## config.mk

```make
export PLATFORM = sky130hd
export DESIGN_NAME = dual_adc_mode_registers
export DESIGN_NICKNAME = d
export VERILOG_FILES = /design/src/adc_mode_pkg.sv /design/src/dual_adc_mode_registers.sv
export VERILOG_INCLUDE_DIRS = /design/src /design/src/src
export SDC_FILE = /design/constraint.sdc
export NUM_CORES = 1
export LEC_CHECK = 0
export ABC_AREA = 1
export BUFFER_PORTS_ARGS = -buffer_cell sky130_fd_sc_hd__buf_2
export CAP_MARGIN = 0
export CORE_ASPECT_RATIO = 1.5
export CORE_MARGIN = 2
export CORE_UTILIZATION = 55
export DETAILED_ROUTE_END_ITERATION = 8
export PLACE_DENSITY = 0.77
export SYNTH_ARGS = -nofsm -noshare
export SYNTH_HDL_FRONTEND = slang
export SYNTH_SLANG_ARGS = --single-unit
```

## constraint.sdc

```tcl
create_clock -name clock -period 8.85 [get_ports clock]
set_input_delay 2.2125 -clock clock [delete_from_list [all_inputs] [get_ports clock]]
set_output_delay 2.2125 -clock clock [all_outputs]
set_load 0.02 [all_outputs]
```

## src/adc_mode_map.svh

```systemverilog
`ifndef ADC_MODE_MAP_SVH
`define ADC_MODE_MAP_SVH
// register addresses on the serial port
`define ADDR_RESET       7'h00
`define ADDR_POWER       7'h01
`define ADDR_TIMING      7'h02
`define ADDR_DRIVER      7'h03
`define ADDR_FORMAT      7'h04
// reset value of every mode register and the software reset bit
`define REG_RESET_VAL    8'h00
`define SWRST_BIT        7
// writable masks: unused positions are stored and read as zero
`define POWER_MASK       8'h03
`define TIMING_MASK      8'h0F
`define DRIVER_MASK      8'h7F
`define FORMAT_MASK      8'h3F
// serial word layout
`define WORD_BITS        5'd16
`define HEADER_BITS      5'd8
// codes
`define PWR_SLEEP        2'h3
`define DRV_UNUSED       3'h3
`define FMT_UNUSED       2'h3
`define TP_NORMAL        3'h0
`define TP_ZEROS         3'h1
`define TP_ONES          3'h3
`define TP_CHECKER       3'h5
`define TP_ALTERNATE     3'h7
`define CHECKER_A        17'h15555
`define CHECKER_B        17'h0AAAA
`define SIGN_FLIP        16'h8000
// sleep held during a software reset, time then cycles at the clock rate
`define CLK_MHZ          40
`define SWRST_SLEEP_NS   200
`define SWRST_SLEEP_CYC  ((`SWRST_SLEEP_NS * `CLK_MHZ + 999) / 1000)
`endif

```

## src/adc_mode_pkg.sv

```systemverilog
package adc_mode_pkg;

    typedef enum logic [1:0] {SER_IDLE, SER_SHIFT, SER_DONE} serial_state_e;

    // decoded controls toward the converter core and output stage
    typedef struct packed {
        logic [1:0] power_state_field;
        logic       output_clock_invert;
        logic [1:0] output_clock_phase_field;
        logic       duty_stabilizer_enable;
        logic [2:0] drive_current_field;
        logic       internal_termination_enable;
        logic       drive_current_double;
        logic       output_disable;
        logic [1:0] output_format_field;
        logic       alternate_bit_polarity;
        logic       scrambler_enable;
        logic       signed_format_select;
    } mode_ctrl_s;

    // one conversion result with its overrange flag
    typedef struct packed {
        logic        overrange_flag;
        logic [15:0] sample_word_bits;
    } sample_s;

endpackage : adc_mode_pkg

```

## src/dual_adc_mode_registers.sv

```systemverilog
`timescale 1ns/100ps
`include "adc_mode_map.svh"
// Notes on behaviour
// (RULE1) power field bits 1-0: normal, channel two nap, both nap, full sleep.
// (RULE2) power register bits 7-2 change nothing.
// (RULE3) timing bit 3 inverts the output clock pair.
// (RULE4) timing bits 2-1 delay the output clock by 0, 1/8, 1/4, 3/8 period.
// (RULE5) host must enable the duty stabilizer when any clock phase delay is used.
// (RULE6) timing bit 0 switches the duty cycle stabilizer.
// (RULE7) driver bits 6-4 pick drive current; code 011 unused.
// (RULE8) driver bit 3 enables termination and doubles drive current.
// (RULE9) driver bit 2 set disables the digital outputs.
// (RULE10) host should nap or sleep the device when outputs are disabled.
// (RULE11) driver bits 1-0 pick output interface; code 11 unused.
// (RULE12) pattern codes 000 normal, 001 all zero, 011 all one.
// (RULE13) pattern 101 alternates checkerboard words each sample.
// (RULE14) pattern 111 alternates all zeros and all ones each sample.
// (RULE15) host writes only pattern codes 000, 001, 011, 101, 111.
// (RULE16) format bit 2 enables alternate bit polarity and forces offset binary.
// (RULE17) format bit 1 switches the output randomizer.
// (RULE18) format bit 0 clear gives offset binary results.
// (RULE19) format bit 0 set gives two's complement unless polarity mode overrides.
// (RULE20) software reset clears all mode registers, sleeps briefly, bit self-clears.
// (RULE21) serial word: read flag, seven address bits, eight data bits, MSB first.
// (RULE22) a read returns register data, leaves it unchanged, ignores incoming data.
// (RULE23) unused bits read zero; unused codes give defined behaviour.
module dual_adc_mode_registers
    import adc_mode_pkg::*;
(
    input  wire logic       clock,
    input  wire logic       sys_rst,
    input  wire logic       cs_n,
    input  wire logic       sck,
    input  wire logic       sdi,
    output logic            sdo_o,
    output logic            sdo_oe,
    input  wire logic       sample_valid,
    input  wire sample_s    sample_in,
    output mode_ctrl_s      mode_ctrl,
    output sample_s         data_out,
    output logic            data_out_valid
);

    // ==========================================================
    // pin synchronisers
    logic [1:0] cs_sync_r;
    logic [1:0] sck_sync_r;
    logic [1:0] sdi_sync_r;
    logic       sck_prev_r;

    // two flops per pin before anything looks at the level
    always_ff @(posedge clock or posedge sys_rst)
    begin
        if (sys_rst)
        begin
            cs_sync_r  <= 2'h3;
            sck_sync_r <= 2'h0;
            sdi_sync_r <= 2'h0;
            sck_prev_r <= 1'b0;
        end
        else
        begin
            cs_sync_r  <= {cs_sync_r[0], cs_n};
            sck_sync_r <= {sck_sync_r[0], sck};
            sdi_sync_r <= {sdi_sync_r[0], sdi};
            sck_prev_r <= sck_sync_r[1];
        end
    end

    logic cs_act;
    logic sck_rise;
    logic sck_fall;
    assign cs_act   = ~cs_sync_r[1];
    assign sck_rise = sck_sync_r[1] & ~sck_prev_r;
    assign sck_fall = ~sck_sync_r[1] & sck_prev_r;

    // ==========================================================
    // serial word capture
    serial_state_e state_r;
    logic [4:0]    bit_cnt_r;
    logic [15:0]   shift_r;
    logic          commit;
    logic          is_read;

    // the 16th rising edge completes the word; later edges are ignored
    // a word cut short by select going high in the same cycle is dropped
    assign commit  = (state_r == SER_SHIFT) && cs_act && sck_rise && (bit_cnt_r == `WORD_BITS - 5'd1);
    assign is_read = shift_r[14];

    always_ff @(posedge clock or posedge sys_rst)
    begin
        if (sys_rst)
        begin
            state_r   <= SER_IDLE;
            bit_cnt_r <= 5'h0;
            shift_r   <= 16'h0;
        end
        else
        begin
            case (state_r)
                SER_IDLE:
                begin
                    bit_cnt_r <= 5'h0;
                    if (cs_act)
                        state_r <= SER_SHIFT;
                end
                SER_SHIFT:
                begin
                    if (!cs_act)
                        state_r <= SER_IDLE;
                    else if (sck_rise)
                    begin
                        shift_r   <= {shift_r[14:0], sdi_sync_r[1]}; // [RULE21]
                        bit_cnt_r <= bit_cnt_r + 5'd1;
                        if (commit)
                            state_r <= SER_DONE;
                    end
                end
                SER_DONE:
                begin
                    if (!cs_act)
                        state_r <= SER_IDLE;
                end
                default: state_r <= SER_IDLE;
            endcase
        end
    end

    // ==========================================================
    // mode registers
    logic [7:0] pwr_r;
    logic [7:0] tim_r;
    logic [7:0] drv_r;
    logic [7:0] fmt_r;
    logic [6:0] wr_addr;
    logic [7:0] wr_data;
    logic       wr_go;
    logic       swrst_go;
    logic [3:0] sleep_cnt_r;

    assign wr_addr  = shift_r[13:7];
    assign wr_data  = {shift_r[6:0], sdi_sync_r[1]};
    assign wr_go    = commit && !shift_r[14]; // [RULE22]
    assign swrst_go = wr_go && (wr_addr == `ADDR_RESET) && wr_data[`SWRST_BIT];

    // reset bit is never stored, so it reads back zero once done
    always_ff @(posedge clock or posedge sys_rst)
    begin
        if (sys_rst)
        begin
            pwr_r <= `REG_RESET_VAL;
            tim_r <= `REG_RESET_VAL;
            drv_r <= `REG_RESET_VAL;
            fmt_r <= `REG_RESET_VAL;
        end
        else if (swrst_go)
        begin
            pwr_r <= `REG_RESET_VAL; // [RULE20]
            tim_r <= `REG_RESET_VAL;
            drv_r <= `REG_RESET_VAL;
            fmt_r <= `REG_RESET_VAL;
        end
        else if (wr_go)
        begin
            // unused bits are masked off so they cannot reach the core
            case (wr_addr)
                `ADDR_POWER:  pwr_r <= wr_data & `POWER_MASK; // [RULE2] [RULE23]
                `ADDR_TIMING: tim_r <= wr_data & `TIMING_MASK;
                `ADDR_DRIVER: drv_r <= wr_data & `DRIVER_MASK;
                `ADDR_FORMAT: fmt_r <= wr_data & `FORMAT_MASK;
                default:      ;
            endcase
        end
    end

    // brief sleep after a software reset
    always_ff @(posedge clock or posedge sys_rst)
    begin
        if (sys_rst)
            sleep_cnt_r <= 4'h0;
        else if (swrst_go)
            sleep_cnt_r <= 4'(`SWRST_SLEEP_CYC); // [RULE20]
        else if (sleep_cnt_r != 4'h0)
            sleep_cnt_r <= sleep_cnt_r - 4'h1;
    end

    function automatic logic [7:0] reg_read(input logic [6:0] addr);
        case (addr)
            `ADDR_POWER:  reg_read = pwr_r;
            `ADDR_TIMING: reg_read = tim_r;
            `ADDR_DRIVER: reg_read = drv_r;
            `ADDR_FORMAT: reg_read = fmt_r;
            default:      reg_read = 8'h00;
        endcase
    endfunction : reg_read

    // ==========================================================
    // read-back on the open-drain output
    logic [7:0] rd_shift_r;
    logic       rd_act_r;
    logic       sdo_oe_r;

    // header done at the 8th rising edge; bits leave on falling edges
    always_ff @(posedge clock or posedge sys_rst)
    begin
        if (sys_rst)
        begin
            rd_shift_r <= 8'h00;
            rd_act_r   <= 1'b0;
            sdo_oe_r   <= 1'b0;
        end
        else if (!cs_act)
        begin
            rd_act_r <= 1'b0;
            sdo_oe_r <= 1'b0;
        end
        else if (state_r == SER_SHIFT && sck_rise && bit_cnt_r == `HEADER_BITS - 5'd1)
        begin
            rd_act_r   <= shift_r[6]; // [RULE22]
            rd_shift_r <= reg_read(shift_r[5:0] == 6'h00 ? {shift_r[5:0], sdi_sync_r[1]}
                                                         : {shift_r[5:0], sdi_sync_r[1]});
        end
        else if (rd_act_r && sck_fall && bit_cnt_r >= `HEADER_BITS && bit_cnt_r < `WORD_BITS)
        begin
            sdo_oe_r   <= ~rd_shift_r[7]; // pull low only for zero bits
            rd_shift_r <= {rd_shift_r[6:0], 1'b0};
        end
    end

    assign sdo_o  = 1'b0;
    assign sdo_oe = sdo_oe_r;

    // ==========================================================
    // decoded controls
    mode_ctrl_s ctrl_r;

    always_ff @(posedge clock or posedge sys_rst)
    begin
        if (sys_rst)
            ctrl_r <= '0;
        else
        begin
            ctrl_r.power_state_field <= (sleep_cnt_r != 4'h0) ? `PWR_SLEEP : pwr_r[1:0]; // [RULE1] [RULE20]
            ctrl_r.output_clock_invert      <= tim_r[3]; // [RULE3]
            ctrl_r.output_clock_phase_field <= tim_r[2:1]; // [RULE4]
            ctrl_r.duty_stabilizer_enable   <= tim_r[0]; // [RULE6]
            // the unused current code falls back to the default drive
            ctrl_r.drive_current_field <= (drv_r[6:4] == `DRV_UNUSED) ? 3'h0 : drv_r[6:4]; // [RULE7] [RULE23]
            ctrl_r.internal_termination_enable <= drv_r[3]; // [RULE8]
            ctrl_r.drive_current_double        <= drv_r[3]; // [RULE8]
            ctrl_r.output_disable              <= drv_r[2]; // [RULE9]
            ctrl_r.output_format_field <= (drv_r[1:0] == `FMT_UNUSED) ? 2'h0 : drv_r[1:0]; // [RULE11] [RULE23]
            ctrl_r.alternate_bit_polarity <= fmt_r[2]; // [RULE16]
            ctrl_r.scrambler_enable       <= fmt_r[1]; // [RULE17]
            ctrl_r.signed_format_select   <= fmt_r[0] & ~fmt_r[2]; // [RULE16] [RULE18] [RULE19]
        end
    end

    assign mode_ctrl = ctrl_r;

    // ==========================================================
    // output word source and format
    sample_s out_r;
    logic    out_vld_r;
    logic    phase_r;

    // pattern phase flips once per sample so alternation tracks the data rate
    always_ff @(posedge clock or posedge sys_rst)
    begin
        if (sys_rst)
        begin
            out_r     <= '0;
            out_vld_r <= 1'b0;
            phase_r   <= 1'b0;
        end
        else
        begin
            out_vld_r <= sample_valid & ~ctrl_r.output_disable; // [RULE9]
            if (sample_valid)
            begin
                phase_r <= ~phase_r;
                if (ctrl_r.output_disable)
                    out_r <= '0;
                else
                    case (fmt_r[5:3])
                        `TP_ZEROS:     out_r <= '0; // [RULE12]
                        `TP_ONES:      out_r <= '1; // [RULE12]
                        `TP_CHECKER:   out_r <= phase_r ? `CHECKER_B : `CHECKER_A; // [RULE13]
                        `TP_ALTERNATE: out_r <= phase_r ? '1 : '0; // [RULE14]
                        default:
                        begin
                            // unused codes behave as normal data
                            out_r.overrange_flag   <= sample_in.overrange_flag;
                            out_r.sample_word_bits <= ctrl_r.signed_format_select
                                ? sample_in.sample_word_bits ^ `SIGN_FLIP // [RULE19]
                                : sample_in.sample_word_bits; // [RULE18]
                        end
                    endcase
            end
        end
    end

    assign data_out       = out_r;
    assign data_out_valid = out_vld_r;
endmodule : dual_adc_mode_registers

```

==> flow_metrics.tcl, run 1 <==
set metrics [dict create \
    die_w_um 74.9 \
    design.core.area_um2 7270 \
    first_iter_violations 242 \
    path_cells "buf_2 > clkinv_1 > nor2_1 > nand2_1 > o21ai_0" \
    r2r-end "rd_shift_r[5]" \
    pre_cts_slack_ps 4870 \
    clkTransAtPathRegs_ps 80 \
    cts.sinks 97 \
    synth_area_leaders "dfrtp_1 (57%), nand2_1 (11%), o21ai_0 (6.5%), inv_1 (4.6%), nand3_1 (3.7%)" \
    io_pins 60 \
    fillers 610 \
    fin_nets 545 \
    min_path_type "reg2reg" \
    dpl.hpwl_mm 5.95 \
    numCtsBuffers 9 \
    cts_hold_buf 0 \
    synthesis.nets 488 \
    cap_violations 0 \
    avgViaCountPerCell 5.14 \
    antenna_found_initial 0 \
    syn_area_per_cell_um2 8.99 \
    grt_max_degree 60 \
    synthToLayoutAreaGrowth_pct 12.6 \
    ctsResizeCount 0 \
    cts_tree "yes" \
    finalSetupViolations 0 \
    irDropWorstVdd_mv 0.110 \
    holdWs_ps 353 \
    num_vias 3196 \
    wl_mm 8.12 \
    rsz0062_at_grt "false" \
    hold_violations 0 \
    yosys.area.top_type_share 0.574 \
    min_delay_path_depth 0 \
    synth.distinct_cells 34 \
    worst_setup_path_end_kind "register" \
    finalMaxSlewViolations 0 \
    gr-total-overflow 0 \
    finalCritPeriodShare 0.402 \
    drive_gt1_frac 0.176 \
    total_power_w 0.000865 \
    layout_setup_ws_ps 5290 \
    crit_fanout 18 \
    synth_area_um2 4140 \
    clk_latency_ps 370 \
    crit_start "sample_valid" \
    cts_root_buf "clkbuf_8" \
    cp.required_ps 9130 \
    slowest_delay_ps 650 \
    hp-start "sck_sync_r[0]" \
    drc_errors 0 \
    diodes 0 \
    gp_congestion 0.828 \
    die_area_um2 8260 \
    rrSetupSlack_ps 6520 \
    yosysSeqAreaShare 0.587 \
    status "finished clean" \
    ys_ff_latch 97 \
    grt_pass1_wl_mm 13.7 \
    cp_num_buf_inv 2 \
    r2r-start "shift_r[3]" \
    fmax_mhz 281 \
    cp_data_arrival_time_ps 3840 \
    post_cts_buffers 0 \
    p_leak_nw 2.33 \
    cp_slowest_cell "nor2_1" \
    htreeDepth 3 \
    final_cell_mix "nand2_1 (116), dfrtp_1 (95), buf_2 (58), o21ai_0 (54), inv_1 (50)" \
    grtUsageTotal 0.218 \
    p_per_area_nw_per_um2 186 \
    cts_buffer_depth 2 \
    criticalPathCategory "in2reg" \
    reg2reg_depth 9 \
    yosys_warnings 0 \
    period_needed_ps 3560 \
    critPathLaunchType "input port" \
    antenna_left 0 \
    setup-tns-final_ps 0 \
    maxSlewHeadroom 0.209 \
    hold_path_end "sck_sync_r[1]" \
    portBuffers 58 \
    final_common_cell "nand2_1" \
    tightest_slew_ps 1180 \
    fin_skew_ps 13.7 \
    post_drt_wl_per_cell_um 13.0 \
    path_delay_family "simple AND/OR/NAND/NOR gates" \
    grt_pass1_vias 3123 \
    rows 38 \
    die_y_um 110 \
    synth_largest_area_cell "dfrtp_1" \
    dr.pass1.iters 5 \
    synth_cells 461 \
    start_util 0.569 \
]
==> cells in the mapped netlist (all sizes together) <==
master	count
o31ai	1
nor3	1
a31o	1
nand2	120
nand4	4
inv	53
a21oi	10
nand3	32
dfrtp	95
clkinv	3
dfstp	2
o211ai	10
or2	2
conb	1
xor2	5
o22ai	3
ha	4
clkbuf	6
o21ai	55
buf	7
nor2	45
a211oi	1
==> registers in the layout, indices dropped and copies added (netlist names), 4 cells and up <==
signal	count
shift_r	15
bit_cnt_r	5
mode_ctrl	16
fmt_r	6
tim_r	4
rd_shift_r	8
drv_r	7
sleep_cnt_r	4
data_out	17
==> per-layer routing <==
layer | vias up | share of wire | wire length, um | track usage
met5 | - | 0 | 0 | 0
met4 | 0 | 0.034 | 278 | 0.108
met3 | 17 | 0.041 | 333 | 0.0509
met2 | 79 | 0.51 | 4170 | 0.377
met1 | 1515 | 0.41 | 3330 | 0.247
li1 | 1585 | - | - | -
==> power by group <==
| part | total [W] | switching, W | internal [W] | leakage (nW) |
|---|---|---|---|---|
| clock network | 0.000249 | 0.000141 | 0.000109 | 0.0757 |
| registers | 0.000483 | 0.0000138 | 0.000469 | 1.29 |
| logic | 0.000133 | 0.0000903 | 0.0000428 | 0.963 |
| total | 0.000865 | 0.000245 | 0.000621 | 2.33 |
==> stage by stage <==
stage	cells	util	cell area, um^2
3_3_place_gp	607	0.619	4500
4_1_cts	622	0.641	4660
3_5_place_dp	607	0.619	4500
2_1_floorplan	461	-	4140
6_report	622	0.641	4660
5_1_grt	622	0.641	4660
==> worst register-to-register path, delay by kind of cell, from the launching register on <==
family / cells / cell delay [ps]
AO/OA/AOI/OAI: 2 / 360
buffers and inverters: 1 / 90
AND/OR/NAND/NOR: 6 / 1440
flip-flops: 1 / 380
==> area by class of cell <==
type                       instances  area (um^2)  area share
multi-input combinational        295         1430       0.307
timing repair buffer              59          298      0.0639
inverter                          56          214      0.0459
clock inverter                     2         15.0     0.00322
clock buffer                      13          149      0.0319
sequential                        97         2430       0.521
tap                              100          125      0.0268
==> kinds of logic after synthesis <==
logic type,count (synthesis),synth area share
adder cells (fa/ha/maj),4,0.0121
XOR/XNOR,5,0.0106
other,1,0.000905
AND/OR/NAND/NOR,204,0.212
AO/OA/AOI/OAI,81,0.111
buffers and inverters,69,0.0677
flip-flops,97,0.587
==> how the worst max path moves through the flow <==
stage / to / slack (ps) / depth (start not counted)
after CTS: data_out[9] / 5250 / 5
after detailed placement: data_out[9] / 4870 / 5
final: data_out[11] / 5290 / 5
after floorplan: bit_cnt_r[0] / 4110 / 1
after global placement: data_out[3] / 4970 / 5
after global routing: data_out[9] / 5040 / 5
No activity file was read; power rests on OpenSTA's default activity.
==> run 2, diff against run 1 <==
Clock period 8.85 ns to 3.4 ns, I/O delays scaled along.
==> flow_metrics.tcl, run 2 (same netlist as run 1, synthesis figures left out) <==
set metrics [dict create \
    post_cts_buffers 0 \
    ctsResizeCount 0 \
    dpl.hpwl_mm 5.75 \
    maxSlewHeadroom 0.600 \
    setup-tns-final_ps 0 \
    status "finished clean" \
    cts_tree "yes" \
    wl_mm 7.89 \
    finalSetupViolations 0 \
    post_drt_wl_per_cell_um 12.6 \
    cts_root_buf "clkbuf_8" \
    antenna_found_initial 0 \
    fmax_mhz 519 \
    critPathLaunchType "register" \
    io_pins 60 \
    portBuffers 58 \
    finalCritPeriodShare 0.567 \
    clkTransAtPathRegs_ps 90 \
    avgViaCountPerCell 5.09 \
    worst_setup_path_end_kind "register" \
    min_path_type "reg2reg" \
    grt_max_degree 61 \
    final_common_cell "nand2_1" \
    holdWs_ps 358 \
    rows 38 \
    intPower_w 0.00176 \
    hold_violations 0 \
    gp_congestion 0.815 \
    die_w_um 74.9 \
    diodes 0 \
    finalMaxSlewViolations 0 \
    drc_errors 0 \
    fin_nets 547 \
    p_sw_w 0.000683 \
    dp_cells 609 \
    rsz0062_at_grt "false" \
    numCtsBuffers 9 \
    cap_violations 0 \
    cp_data_arrival_time_ps 2200 \
    cts_hold_buf 0 \
    stdcell_count 625 \
    grt_pass1_vias 3160 \
    p_sw_frac 0.279 \
    total_power_w 0.00244 \
    crit_fanout 33 \
    htreeDepth 3 \
    cp.required_ps 3670 \
    p_seq_frac 0.514 \
    cts_buffer_depth 2 \
    p_leak_nw 2.38 \
    pwr-share-comb 0.147 \
    fin_skew_ps 14.1 \
    die_y_um 110 \
    antenna_left 0 \
    p_per_area_nw_per_um2 514 \
    dr.pass1.iters 5 \
    period_needed_ps 1930 \
    die_area_um2 8260 \
    num_vias 3182 \
    irDropWorstVdd_mv 0.354 \
    criticalPathCategory "reg2reg" \
    final_cell_mix "nand2_1 (116), dfrtp_1 (95), buf_2 (58), o21ai_0 (54), inv_1 (50)" \
    drive_gt1_frac 0.187 \
    clk_latency_ps 390 \
    first_iter_violations 169 \
    gr-total-overflow 0 \
    synthToLayoutAreaGrowth_pct 14.7 \
    tightest_slew_ps 596 \
    grt_pass1_wl_mm 13.3 \
    cts.sinks 97 \
    largest_reg_flops 17 \
    p_clk_frac 0.339 \
    start_util 0.569 \
    design.core.area_um2 7270 \
    grtUsageTotal 0.214 \
]
[run 2: layout make-up]
class / instances / area, um^2
inverter: 56 / 214
clock inverter: 7 / 103
clock buffer: 9 / 124
sequential: 97 / 2430
multi-input combinational: 295 / 1430
fill: 630 / 2520
timing repair buffer: 61 / 325
tap: 100 / 125
[run 2: metal layers]
layer	share of wire	track usage	up-vias
met1	0.40	0.236	1485
met5	0	0	-
met2	0.52	0.373	89
li1	-	-	1592
met4	0.033	0.130	0
met3	0.045	0.0400	16
[run 2: worst max-delay path, cell delays in order (launching register included)]
cell and delay, ps:
dfrtp_1 390, nor2_1 230, nand3_4 310, nor2_4 240, nand2_4 110, nor2_4 230
nor2_1 140, nand2_1 80, o21ai_0 90
[run 2: metrics by stage]
step	setup slack (ps)	area, um^2	util
after floorplan	19.6	4140	-
after global placement	1310	4530	0.622
after detailed placement	1200	4530	0.622
after CTS	1430	4750	0.653
after global routing	1250	4750	0.653
final	1470	4750	0.653
[run 2: power groups by stage]
| stage | Combinational [W] | Sequential [W] | Clock (W) |
|---|---|---|---|
| global placement | 0.000352 | 0.00128 | 0 |
| global route | 0.000413 | 0.00127 | 0.000885 |
| CTS | 0.000366 | 0.00126 | 0.000850 |
| detailed placement | 0.000361 | 0.00128 | 0 |
| floorplan | 0.000228 | 0.00131 | 0 |
| finish | 0.000359 | 0.00126 | 0.000829 |
[run 2: final timing paths]
check                               from             end  slack [ps]  cells past startpoint
setup / recovery              sck_prev_r        drv_r[0]        1470                      8
setup reg to reg              sck_prev_r        drv_r[0]        1470                      8
hold / removal             sdi_sync_r[0]   sdi_sync_r[1]         360                      0
max in group asynchronous        sys_rst  sleep_cnt_r[1]        2260                      3
min in group asynchronous        sys_rst   rd_shift_r[3]         480                      2
hold reg to reg            sdi_sync_r[0]   sdi_sync_r[1]         360                      0
